File: src/hw/ipic_pkg.sv
// package: offsets, field positions, reset values and carrier types
// assumes a 32-bit classic wishbone slave with registers one per word
package ipic_pkg;

	// ----------------------------------------------------------------
	// geometry
	// ----------------------------------------------------------------
	localparam int OCTAL_PINS = 8;
	localparam int QUAD_PINS  = 4;
	localparam int ADR_W      = 18;
	localparam int IDX_W      = 16;

	// ----------------------------------------------------------------
	// register indices (byte address is index times four)
	// ----------------------------------------------------------------
	localparam logic [IDX_W-1:0] IDX_PRIORITY      = 16'hff20;
	localparam logic [IDX_W-1:0] IDX_IRQ_ENABLE    = 16'hff23;
	localparam logic [IDX_W-1:0] IDX_IRQ_FLAGS     = 16'hff27;
	localparam logic [IDX_W-1:0] IDX_OCTAL_SELECT  = 16'hffc0;
	localparam logic [IDX_W-1:0] IDX_OCTAL_COMPARE = 16'hffc1;
	localparam logic [IDX_W-1:0] IDX_QUAD_COMPARE  = 16'hffc2;

	// ----------------------------------------------------------------
	// field positions
	// ----------------------------------------------------------------
	localparam int POS_QUAD_PRI_LO  = 6;
	localparam int POS_OCTAL_PRI_LO = 4;
	localparam int POS_OCTAL_BIT    = 3;
	localparam int POS_QUAD_LO      = 4;

	// ----------------------------------------------------------------
	// reset values
	// ----------------------------------------------------------------
	localparam logic [7:0] RST_PRIORITY      = 8'h00;
	localparam logic [7:0] RST_IRQ_ENABLE    = 8'h00;
	localparam logic [7:0] RST_IRQ_FLAGS     = 8'h00;
	localparam logic [7:0] RST_OCTAL_SELECT  = 8'h00;
	localparam logic [7:0] RST_OCTAL_COMPARE = 8'hff;
	localparam logic [3:0] RST_QUAD_COMPARE  = 4'hf;

	// writable and readable bits of enable and flag registers
	localparam logic [7:0] EVENT_BITS_MASK = 8'hf8;

	// ----------------------------------------------------------------
	// carriers
	// ----------------------------------------------------------------
	typedef struct packed {
		logic             cyc;
		logic             stb;
		logic             we;
		logic [3:0]       sel;
		logic [ADR_W-1:0] adr;
		logic [31:0]      dat;
	} ipic_wb_req_type;

	typedef struct packed {
		logic [7:0] priority_r;
		logic [7:0] enable_r;
		logic [7:0] octal_select;
		logic [7:0] octal_compare;
		logic [3:0] quad_compare;
	} ipic_cfg_type;

endpackage

File: src/hw/ipic_sync.sv
// two-flop pin synchroniser with one more stage for edge detection
// assumes pins are asynchronous to clk
`timescale 1ns/10ps
module ipic_sync
#(
	parameter int W = 8
)
(
	input  wire logic         clk,
	input  wire logic         rst_n,
	input  wire logic [W-1:0] pin_async,
	output logic      [W-1:0] level,
	output logic      [W-1:0] level_prev
);

	logic [W-1:0] meta_reg;
	logic [W-1:0] level_reg;
	logic [W-1:0] prev_reg;

	// ----------------------------------------------------------------
	// synchroniser chain
	// ----------------------------------------------------------------
	always_ff @(posedge clk or negedge rst_n)
	begin
		if (!rst_n)
		begin
			meta_reg  <= '0;
			level_reg <= '0;
			prev_reg  <= '0;
		end
		else
		begin
			meta_reg  <= pin_async;
			level_reg <= meta_reg;
			prev_reg  <= level_reg;
		end
	end

	assign level      = level_reg;
	assign level_prev = prev_reg;

endmodule

File: src/hw/ipic_top.sv
// input pin interrupt control: priorities, enables, sticky factor flags,
// octal group match detection and quad pin edge detection
// assumes a classic wishbone master on MCLK; pins are asynchronous
//
// Functional notes
// priority register: four two-bit fields, reset zero
// enable bit 3 gates octal group interrupt
// enable bits 7:4 gate quad pins 3:0
// flag bits 7:3 report events; 2:0 zero
// writing one clears a flag; zero keeps
// select bits include octal pins in condition
// compare bit one falling, zero rising, reset one
// octal flag sets on match to mismatch
// quad pin sets flag on chosen edge
// any set flag requests interrupt at priority; the code requests only while the flag's enable bit is also set
// pins pass two flops before detection
//
// Chosen here: the Wishbone register port.
`timescale 1ns/10ps
module ipic_top
#(
	parameter int OCTAL_W = ipic_pkg::OCTAL_PINS,
	parameter int QUAD_W  = ipic_pkg::QUAD_PINS
)
(
	input  wire logic                      MCLK,
	input  wire logic                      RESETN,
	input  wire logic                      CYC_I,
	input  wire logic                      STB_I,
	input  wire logic                      WE_I,
	input  wire logic [3:0]                SEL_I,
	input  wire logic [ipic_pkg::ADR_W-1:0] ADR_I,
	input  wire logic [31:0]               DAT_I,
	output logic      [31:0]               DAT_O,
	output logic                           ACK_O,
	input  wire logic [OCTAL_W-1:0]        OCTAL_INPUT_PINS,
	input  wire logic [QUAD_W-1:0]         QUAD_INPUT_PINS,
	output logic                           INT_O,
	output logic      [1:0]                INT_LEVEL,
	output logic                           OCTAL_GROUP_IRQ,
	output logic      [1:0]                OCTAL_GROUP_LEVEL,
	output logic                           QUAD_GROUP_IRQ,
	output logic      [1:0]                QUAD_GROUP_LEVEL
);

	// ----------------------------------------------------------------
	// bus request bundle
	// ----------------------------------------------------------------
	ipic_pkg::ipic_wb_req_type req;

	assign req.cyc = CYC_I;
	assign req.stb = STB_I;
	assign req.we  = WE_I;
	assign req.sel = SEL_I;
	assign req.adr = ADR_I;
	assign req.dat = DAT_I;

	// ----------------------------------------------------------------
	// state
	// ----------------------------------------------------------------
	logic [7:0]              priority_reg;
	logic [7:0]              priority_next;
	logic [7:0]              enable_reg;
	logic [7:0]              enable_next;
	logic [7:0]              flags_reg;
	logic [7:0]              flags_next;
	logic [7:0]              select_reg;
	logic [7:0]              select_next;
	logic [7:0]              compare_reg;
	logic [7:0]              compare_next;
	logic [3:0]              qcompare_reg;
	logic [3:0]              qcompare_next;
	logic                    ack_reg;
	logic [31:0]             rdata_reg;
	logic                    match_prev_reg;
	ipic_pkg::ipic_cfg_type  cfg;

	assign cfg.priority_r    = priority_reg;
	assign cfg.enable_r      = enable_reg;
	assign cfg.octal_select  = select_reg;
	assign cfg.octal_compare = compare_reg;
	assign cfg.quad_compare  = qcompare_reg;

	// ----------------------------------------------------------------
	// address decode
	// ----------------------------------------------------------------
	wire [ipic_pkg::IDX_W-1:0] idx = req.adr[ipic_pkg::ADR_W-1:2];
	wire        active    = req.cyc & req.stb;
	wire        wr_commit = active & req.we & ack_reg & req.sel[0];
	wire        hit_pri   = (idx == ipic_pkg::IDX_PRIORITY);
	wire        hit_en    = (idx == ipic_pkg::IDX_IRQ_ENABLE);
	wire        hit_flg   = (idx == ipic_pkg::IDX_IRQ_FLAGS);
	wire        hit_sel   = (idx == ipic_pkg::IDX_OCTAL_SELECT);
	wire        hit_cmp   = (idx == ipic_pkg::IDX_OCTAL_COMPARE);
	wire        hit_qcmp  = (idx == ipic_pkg::IDX_QUAD_COMPARE);
	wire [7:0]  wbyte     = req.dat[7:0];

	wire        wr_pri    = wr_commit & hit_pri;
	wire        wr_en     = wr_commit & hit_en;
	wire        wr_flg    = wr_commit & hit_flg;
	wire        wr_sel    = wr_commit & hit_sel;
	wire        wr_cmp    = wr_commit & hit_cmp;
	wire        wr_qcmp   = wr_commit & hit_qcmp;

	// ----------------------------------------------------------------
	// read mux (unmapped reads zero)
	// ----------------------------------------------------------------
	wire [7:0] rbyte =
		hit_pri  ? cfg.priority_r :
		hit_en   ? (cfg.enable_r & ipic_pkg::EVENT_BITS_MASK) :
		hit_flg  ? (flags_reg & ipic_pkg::EVENT_BITS_MASK) :
		hit_sel  ? cfg.octal_select :
		hit_cmp  ? cfg.octal_compare :
		hit_qcmp ? {4'h0, cfg.quad_compare} :
		8'h00;

	// ----------------------------------------------------------------
	// pin synchronisers
	// ----------------------------------------------------------------
	logic [OCTAL_W-1:0] octal_lvl;
	logic [QUAD_W-1:0]  quad_lvl;
	logic [QUAD_W-1:0]  quad_prev;

	ipic_sync #(.W(OCTAL_W)) u_octal_sync
	(
		.clk        (MCLK),
		.rst_n      (RESETN),
		.pin_async  (OCTAL_INPUT_PINS),
		.level      (octal_lvl),
		.level_prev ()
	);

	ipic_sync #(.W(QUAD_W)) u_quad_sync
	(
		.clk        (MCLK),
		.rst_n      (RESETN),
		.pin_async  (QUAD_INPUT_PINS),
		.level      (quad_lvl),
		.level_prev (quad_prev)
	);

	// ----------------------------------------------------------------
	// octal group match and quad pin edge detection
	// ----------------------------------------------------------------
	logic [OCTAL_W-1:0] pin_ok;
	logic [QUAD_W-1:0]  quad_evt;

	genvar gi;
	generate
		for (gi = 0; gi < OCTAL_W; gi++)
		begin : g_octal
			// compare 1: match while high, so falling edge breaks it
			assign pin_ok[gi] = ~cfg.octal_select[gi] |
				(octal_lvl[gi] == cfg.octal_compare[gi]);
		end
		for (gi = 0; gi < QUAD_W; gi++)
		begin : g_quad
			assign quad_evt[gi] = cfg.quad_compare[gi] ?
				(quad_prev[gi] & ~quad_lvl[gi]) :
				(~quad_prev[gi] & quad_lvl[gi]);
		end
	endgenerate

	wire match_all  = &pin_ok;
	wire octal_evt  = match_prev_reg & ~match_all;
	wire octal_en   = cfg.enable_r[ipic_pkg::POS_OCTAL_BIT];
	wire [3:0] quad_en = cfg.enable_r[ipic_pkg::POS_QUAD_LO +: 4];

	// ----------------------------------------------------------------
	// flag set and clear
	// ----------------------------------------------------------------
	wire [7:0] flag_set =
		{quad_evt & quad_en, octal_evt & octal_en, 3'h0};
	wire [7:0] flag_clr = wr_flg ?
		(wbyte & ipic_pkg::EVENT_BITS_MASK) : 8'h00;

	// set beats clear in the same cycle
	assign flags_next = (flags_reg & ~flag_clr) | flag_set;

	// ----------------------------------------------------------------
	// register next values
	// ----------------------------------------------------------------
	assign priority_next = wr_pri ? wbyte : priority_reg;
	assign enable_next   = wr_en ?
		(wbyte & ipic_pkg::EVENT_BITS_MASK) : enable_reg;
	assign select_next   = wr_sel ? wbyte : select_reg;
	assign compare_next  = wr_cmp ? wbyte : compare_reg;
	assign qcompare_next = wr_qcmp ? wbyte[3:0] : qcompare_reg;

	// ----------------------------------------------------------------
	// interrupt requests
	// ----------------------------------------------------------------
	wire [1:0] octal_pri = cfg.priority_r[ipic_pkg::POS_OCTAL_PRI_LO +: 2];
	wire [1:0] quad_pri  = cfg.priority_r[ipic_pkg::POS_QUAD_PRI_LO +: 2];
	wire [7:0] pending   = flags_reg & cfg.enable_r;
	wire       octal_req = pending[ipic_pkg::POS_OCTAL_BIT];
	wire       quad_req  = |pending[ipic_pkg::POS_QUAD_LO +: 4];

	assign OCTAL_GROUP_IRQ   = octal_req;
	assign QUAD_GROUP_IRQ    = quad_req;
	assign OCTAL_GROUP_LEVEL = octal_pri;
	assign QUAD_GROUP_LEVEL  = quad_pri;
	assign INT_O             = octal_req | quad_req;
	assign INT_LEVEL =
		(octal_req & quad_req) ? ((octal_pri > quad_pri) ? octal_pri : quad_pri) :
		octal_req ? octal_pri :
		quad_req  ? quad_pri  :
		2'h0;

	// ----------------------------------------------------------------
	// bus answer
	// ----------------------------------------------------------------
	assign ACK_O = ack_reg;
	assign DAT_O = rdata_reg;

	always_ff @(posedge MCLK or negedge RESETN)
	begin
		if (!RESETN)
		begin
			ack_reg   <= 1'h0;
			rdata_reg <= 32'h0000_0000;
		end
		else
		begin
			ack_reg   <= active & ~ack_reg;
			rdata_reg <= {24'h00_0000, rbyte};
		end
	end

	// ----------------------------------------------------------------
	// control registers
	// ----------------------------------------------------------------
	always_ff @(posedge MCLK or negedge RESETN)
	begin
		if (!RESETN)
		begin
			priority_reg <= ipic_pkg::RST_PRIORITY;
		end
		else
		begin
			priority_reg <= priority_next;
		end
	end

	always_ff @(posedge MCLK or negedge RESETN)
	begin
		if (!RESETN)
		begin
			enable_reg <= ipic_pkg::RST_IRQ_ENABLE;
		end
		else
		begin
			enable_reg <= enable_next;
		end
	end

	always_ff @(posedge MCLK or negedge RESETN)
	begin
		if (!RESETN)
		begin
			select_reg <= ipic_pkg::RST_OCTAL_SELECT;
		end
		else
		begin
			select_reg <= select_next;
		end
	end

	always_ff @(posedge MCLK or negedge RESETN)
	begin
		if (!RESETN)
		begin
			compare_reg <= ipic_pkg::RST_OCTAL_COMPARE;
		end
		else
		begin
			compare_reg <= compare_next;
		end
	end

	always_ff @(posedge MCLK or negedge RESETN)
	begin
		if (!RESETN)
		begin
			qcompare_reg <= ipic_pkg::RST_QUAD_COMPARE;
		end
		else
		begin
			qcompare_reg <= qcompare_next;
		end
	end

	// ----------------------------------------------------------------
	// event state
	// ----------------------------------------------------------------
	always_ff @(posedge MCLK or negedge RESETN)
	begin
		if (!RESETN)
		begin
			flags_reg      <= ipic_pkg::RST_IRQ_FLAGS;
			match_prev_reg <= 1'h0;
		end
		else
		begin
			flags_reg      <= flags_next;
			match_prev_reg <= match_all;
		end
	end

endmodule

File: config.mk
export PLATFORM = sky130hd
export DESIGN_NAME = ipic_top
export DESIGN_NICKNAME = d
export VERILOG_FILES = /design/src/hw/ipic_pkg.sv /design/src/hw/ipic_sync.sv /design/src/hw/ipic_top.sv
export SDC_FILE = /design/constraint.sdc
export NUM_CORES = 1
export LEC_CHECK = 0
export ABC_AREA = 0
export BUFFER_PORTS_ARGS = -buffer_cell sky130_fd_sc_hd__buf_2
export CORE_MARGIN = 1
export CORE_UTILIZATION = 55
export CTS_CLUSTER_SIZE = 24
export DETAILED_ROUTE_END_ITERATION = 8
export PLACE_DENSITY_LB_ADDON = 0.2
export SYNTH_ARGS = -nofsm -noshare
export SYNTH_HDL_FRONTEND = slang
export SYNTH_SLANG_ARGS = --single-unit
File: constraint.sdc
create_clock -name MCLK -period 3.9 [get_ports MCLK]
set_clock_uncertainty 0.15 [all_clocks]
set_input_delay 0 -clock MCLK [delete_from_list [all_inputs] [get_ports MCLK]]
set_output_delay 0 -clock MCLK [all_outputs]
set_load 0.01 [all_outputs]
* Word level (Yosys, flattened, before mapping)
Cells that the tools add are included.
Storage, ports and cells: register bits after elaboration 79, input port bits 71, word-level logic and storage cells 100, output and inout port bits 42
Cells by class: eq/ne operators 14, bitwise gates (word level) 54, magnitude comparators 1, multiplexer cells 15, reduce and logical (&&, ||, !) cells 2
Operator list (count):
- $eq A16 B16 Y1 const B | 6
- $mux W8 | 6
- $and A1 B1 Y1 | 22
- $not A1 Y1 | 18
- $and A8 B8 Y8 | 2
- $or A1 B1 Y1 | 9
- $eq A1 B1 Y1 | 8
- $mux W2 | 4
- $not A8 Y8 | 1
- $or A8 B8 Y8 | 1
- $reduce_and A8 Y1 | 1
- $and A4 B4 Y4 | 1
- $mux W1 | 4
- $mux W4 | 1
- $reduce_or A4 Y1 | 1
- $gt A2 B2 Y1 | 1

* Depth between registers and ports, before layout
word-level depth 9, gate-level depth with buffers 6, mapped depth without buffers 6

* By module
Synthesis repeated with hierarchy kept, for this count alone.
Unflattened totals: cells, all modules 305, area total of the unflattened synthesis 3797.4 sq um
Modules (own cells, without submodules):
- ipic_top | cells each 269, seq. area each 1216.2 sq um, times used 1, area each 2896.5 sq um
- ipic_sync at u_octal_sync | cells each 24, seq. area each 600.6 sq um, times used 1, area each 600.6 sq um
- ipic_sync at u_quad_sync | cells each 12, seq. area each 300.3 sq um, times used 1, area each 300.3 sq um

* Worst setup path before layout
OpenSTA, ideal clock, no wires.
path type reg-to-reg, from reg ack_reg (netlist: ACK_O), to reg compare_reg[0], setup time 82 ps, path buffers 0, required time 3668 ps, setup slack 2038 ps, cell stages (with the launch flop) 5, period minus slack after synthesis 1862 ps, arrival 1629 ps, path through dfrtp_1 > and3_1 > nand3_1 > nor4_4 > mux2_2
On the way: word-level cells in the longest chain between the ends 3
Ends and longest elaborated chain:
- start, declared | line ipic_top.sv:73 | logic ack_reg;
- start signal, assigned | line ipic_top.sv:225 | ack_reg <= active & ~ack_reg;
- $and A1 B1 Y1 (2 in a row) | line ipic_top.sv:89 | wire wr_commit = active & req.we & ack_reg & req.sel[0];
- $and A1 B1 Y1 | line ipic_top.sv:102 | wire wr_cmp = wr_commit & hit_cmp;
- end signal, assigned | line ipic_top.sv:273 | compare_reg <= ipic_pkg::RST_OCTAL_COMPARE;
- end signal, assigned | line ipic_top.sv:277 | compare_reg <= compare_next;
- end, declared | line ipic_top.sv:69 | logic [7:0] compare_reg;
Every way passes these cells. A chain may end at the register's enable or synchronous reset.

* Worst setup path in the final report
from reg ack_reg (netlist: ACK_O), to reg compare_reg[6]
Same word-level chain as after synthesis.

==> results by group <==
Setup path
  • Slowest cell on crit path: nor4_4
  • Cells along the critical path: and3_1 > nand3_1 > nor4_4 > mux2_2
  • Crit path DAT: ~2.3 ns
  • Critical Path RT: 4.03 ns
  • Critical path endpoint category: flop
  • Crit Path Max Fanout: 8
  • Critical Path Max Stage Delay: 0.69 ns
  • Kind of start point of the critical path: flop
  • Worst Setup Path Type: reg2reg

Timing
  • RSZ-0062 raised after global routing: false
  • Fin crit period: 2.15 ns
  • Final hold vios: 0
  • WHS: 0.0330 ns
  • Final Setup Violations: 0
  • Relative slew slack: 0.520
  • Final setup margin: 1.75 ns
  • Final max-slew violation count: 0
  • Slew @ Worst Pin: a little over 0.7 ns
  • Fin crit share: 0.552
  • Max Clock Freq: between 400 and 500 MHz
  • Post-route setup TNS: 0 ns

Clocking
  • CTS Root Cell: clkbuf_8
  • H-tree depth: 3
  • CTS buffer count: 9
  • Later-pin clock latency in the skew report: 0.35 ns
  • Hold-fix buffers at CTS: 23
  • TritonCTS clock tree: built
  • Clock-pin slew on the worst setup and hold paths: ~0.080 ns
  • Sink Count: 76
  • Post_cts resized: 0
  • Post CTS Setup Buffer Count: 0
  • CTS max path bufs: 2

Pwr
  • Cell Int Power: 1.28 mW
  • Cell Pwr Density: 375 nW/um^2
  • Net Sw Frac: 0.225
  • Psw: 0.370 mW
  • Clk pwr share: 0.437
  • Seq pwr share: 0.492
  • Combinational power share: 0.071
  • Worst IR drop on VDD: 0.000312 V
  • P_leak: 2.11 nW

Outcome
  • Failing checks: design-rule violations
  • Outcome: complete, but fails checks

Route
  • Final WL: approximately 7700 um
  • TritonRoute pass-1 iters: 7
  • DR vias/cell: 5.41
  • Initial DRC count: 216
  • Wire per inst: 16.1 um
  • Vias: 2579
  • Post-route ant nets: 0
  • # DRC: 20

Logic synthesis
  • Synth cell types: 44
  • Synth Area per Inst: 11.7 um^2
  • Flop and latch count out of synthesis: 76
  • Number of flops mapped to enable cells by yosys: 0
  • Async SR Flop Fraction: 1.00
  • Mapped Area: around 3700 um^2
  • Seq/Total Area, Yosys: 0.520
  • Prevailing post-synth register cell: dfrtp_1
  • Cells after synthesis: 315
  • Synth Warn #: 0

Floorplanning
  • Die X-Extent: 83.9 um
  • Core area: 6420 um^2
  • Die Height: 83.9 um
  • Num ports: 113
  • Initial Util: 0.574
  • Die area: a little over 7000 um^2
  • FP Rows: 29

Layout
  • Synthesis-to-finish area growth: 19.1%
  • Nets@finish: around 470
  • Finished Layout Cells: 477
  • Commonest non-fill, non-tap cell in the layout: dfrtp_1
  • Ant diodes: 0
  • Number of fill cells: 498
  • Fin area: 4390 um^2
  • Ratio of cells with drive above 1 in the final layout: 0.333
  • Most frequent cells in the layout: dfrtp_1, buf_2, mux2_2

Worst hold path
  • Hold Path Class: in2reg

Global route
  • Largest net degree at the start of global routing: 31
  • Initial antenna violation count: 0
  • Global-route wire length before repair: approximately 13000 um
  • Total Routing Usage GR: 0.241
  • Number of global-route vias before repair: 2549
  • GRT overflow: 0

Run
  • Max_cap viols: 0

Placed design
  • Placer Congestion: 0.836
  • Dpl ws: 1.77 ns
  • Dpl cells: roughly 440
  • Dpl cell area: between 3000 and 4000 um^2
  • Post-detail-place hpwl: 5150 um
  • IO Port Bufs: 59
-- Yosys cell counts (6+ instances only) --
library cell,number,area [um^2]
nor2_1,13,48.8
mux2_2,34,383
nand2_1,23,86.3
nand3_1,12,60.1
dfstp_2,12,315
o2bb2ai_1,7,61.3
o21ai_0,13,65.1
a22oi_1,6,45.0
buf_4,28,210
inv_1,9,33.8
clkbuf_1,7,26.3
a21oi_1,8,40.0
nand2b_1,6,37.5
xor2_1,8,70.1
dfrtp_1,64,1600
-- routing by layer --
metal  track usage  part of all wire
met5             0                 0
met4         0.122             0.026
met3        0.0475             0.051
met2         0.383              0.48
met1         0.315              0.44
-- cell type report --
type | count | area [um^2] | share of cell area
Clock inverter | 6 | 113 | 0.0256
Clock buffer | 10 | 128 | 0.0290
Inverter | 9 | 33.8 | 0.00769
Multi-Input combinational cell | 215 | 1570 | 0.356
Tap cell | 77 | 96.3 | 0.0219
Timing Repair Buffer | 84 | 541 | 0.123
Sequential cell | 76 | 1920 | 0.436
-- stage by stage --
| stage | utilization | power [mW] |
|---|---|---|
| 6_report | 0.684 | 1.65 |
| 5_1_grt | 0.684 | 1.71 |
| 4_1_cts | 0.684 | 1.66 |
| 3_5_place_dp | 0.611 | 0.924 |
| 3_3_place_gp | 0.611 | 0.922 |
| 2_1_floorplan | - | 0.889 |
-- worst max-delay path: cells and delay by family (launching register included) --
kind	cells	cell delay (ns)
flops	1	0.37
mux	1	0.41
simple gates	3	1.14
-- kinds of logic after synthesis --
| family | count (synthesis) | synth area share |
|---|---|---|
| mux | 39 | 0.117 |
| other cells | 1 | 0.00102 |
| xor+xnor | 8 | 0.0190 |
| simple gates | 91 | 0.160 |
| flops | 76 | 0.520 |
| buf+inv | 47 | 0.0790 |
| fa+ha+maj | 3 | 0.0102 |
| compound gates | 50 | 0.0936 |
-- path summary, 6_finish.rpt --
check	from	cells past startpoint	slack [ns]	endpoint
worst max-delay path	ACK_O$_DFF_PN0_	4	1.75	compare_reg[6]$_DFFE_PN1P_
worst min-delay path	ADR_I[8]	4	0.03	DAT_O[3]$_DFF_PN0_
worst max register to register	ACK_O$_DFF_PN0_	4	1.75	compare_reg[6]$_DFFE_PN1P_
worst min register to register	u_quad_sync.meta_reg[1]$_DFF_PN0_	0	0.20	u_quad_sync.level[1]$_DFF_PN0_
max in group asynchronous	RESETN	3	2.65	compare_reg[7]$_DFFE_PN1P_
min in group asynchronous	RESETN	2	0.08	enable_reg[6]$_DFFE_PN0P_
-- power by group through the flow --
stage,Combinational [mW],Sequential [mW],Clock [mW]
detailed placement,0.0992,0.825,0
floorplan,0.0651,0.824,0
finish,0.118,0.810,0.719
global placement,0.0979,0.824,0
global route,0.131,0.811,0.768
CTS,0.117,0.810,0.736
(Power assumes the default switching activity.)
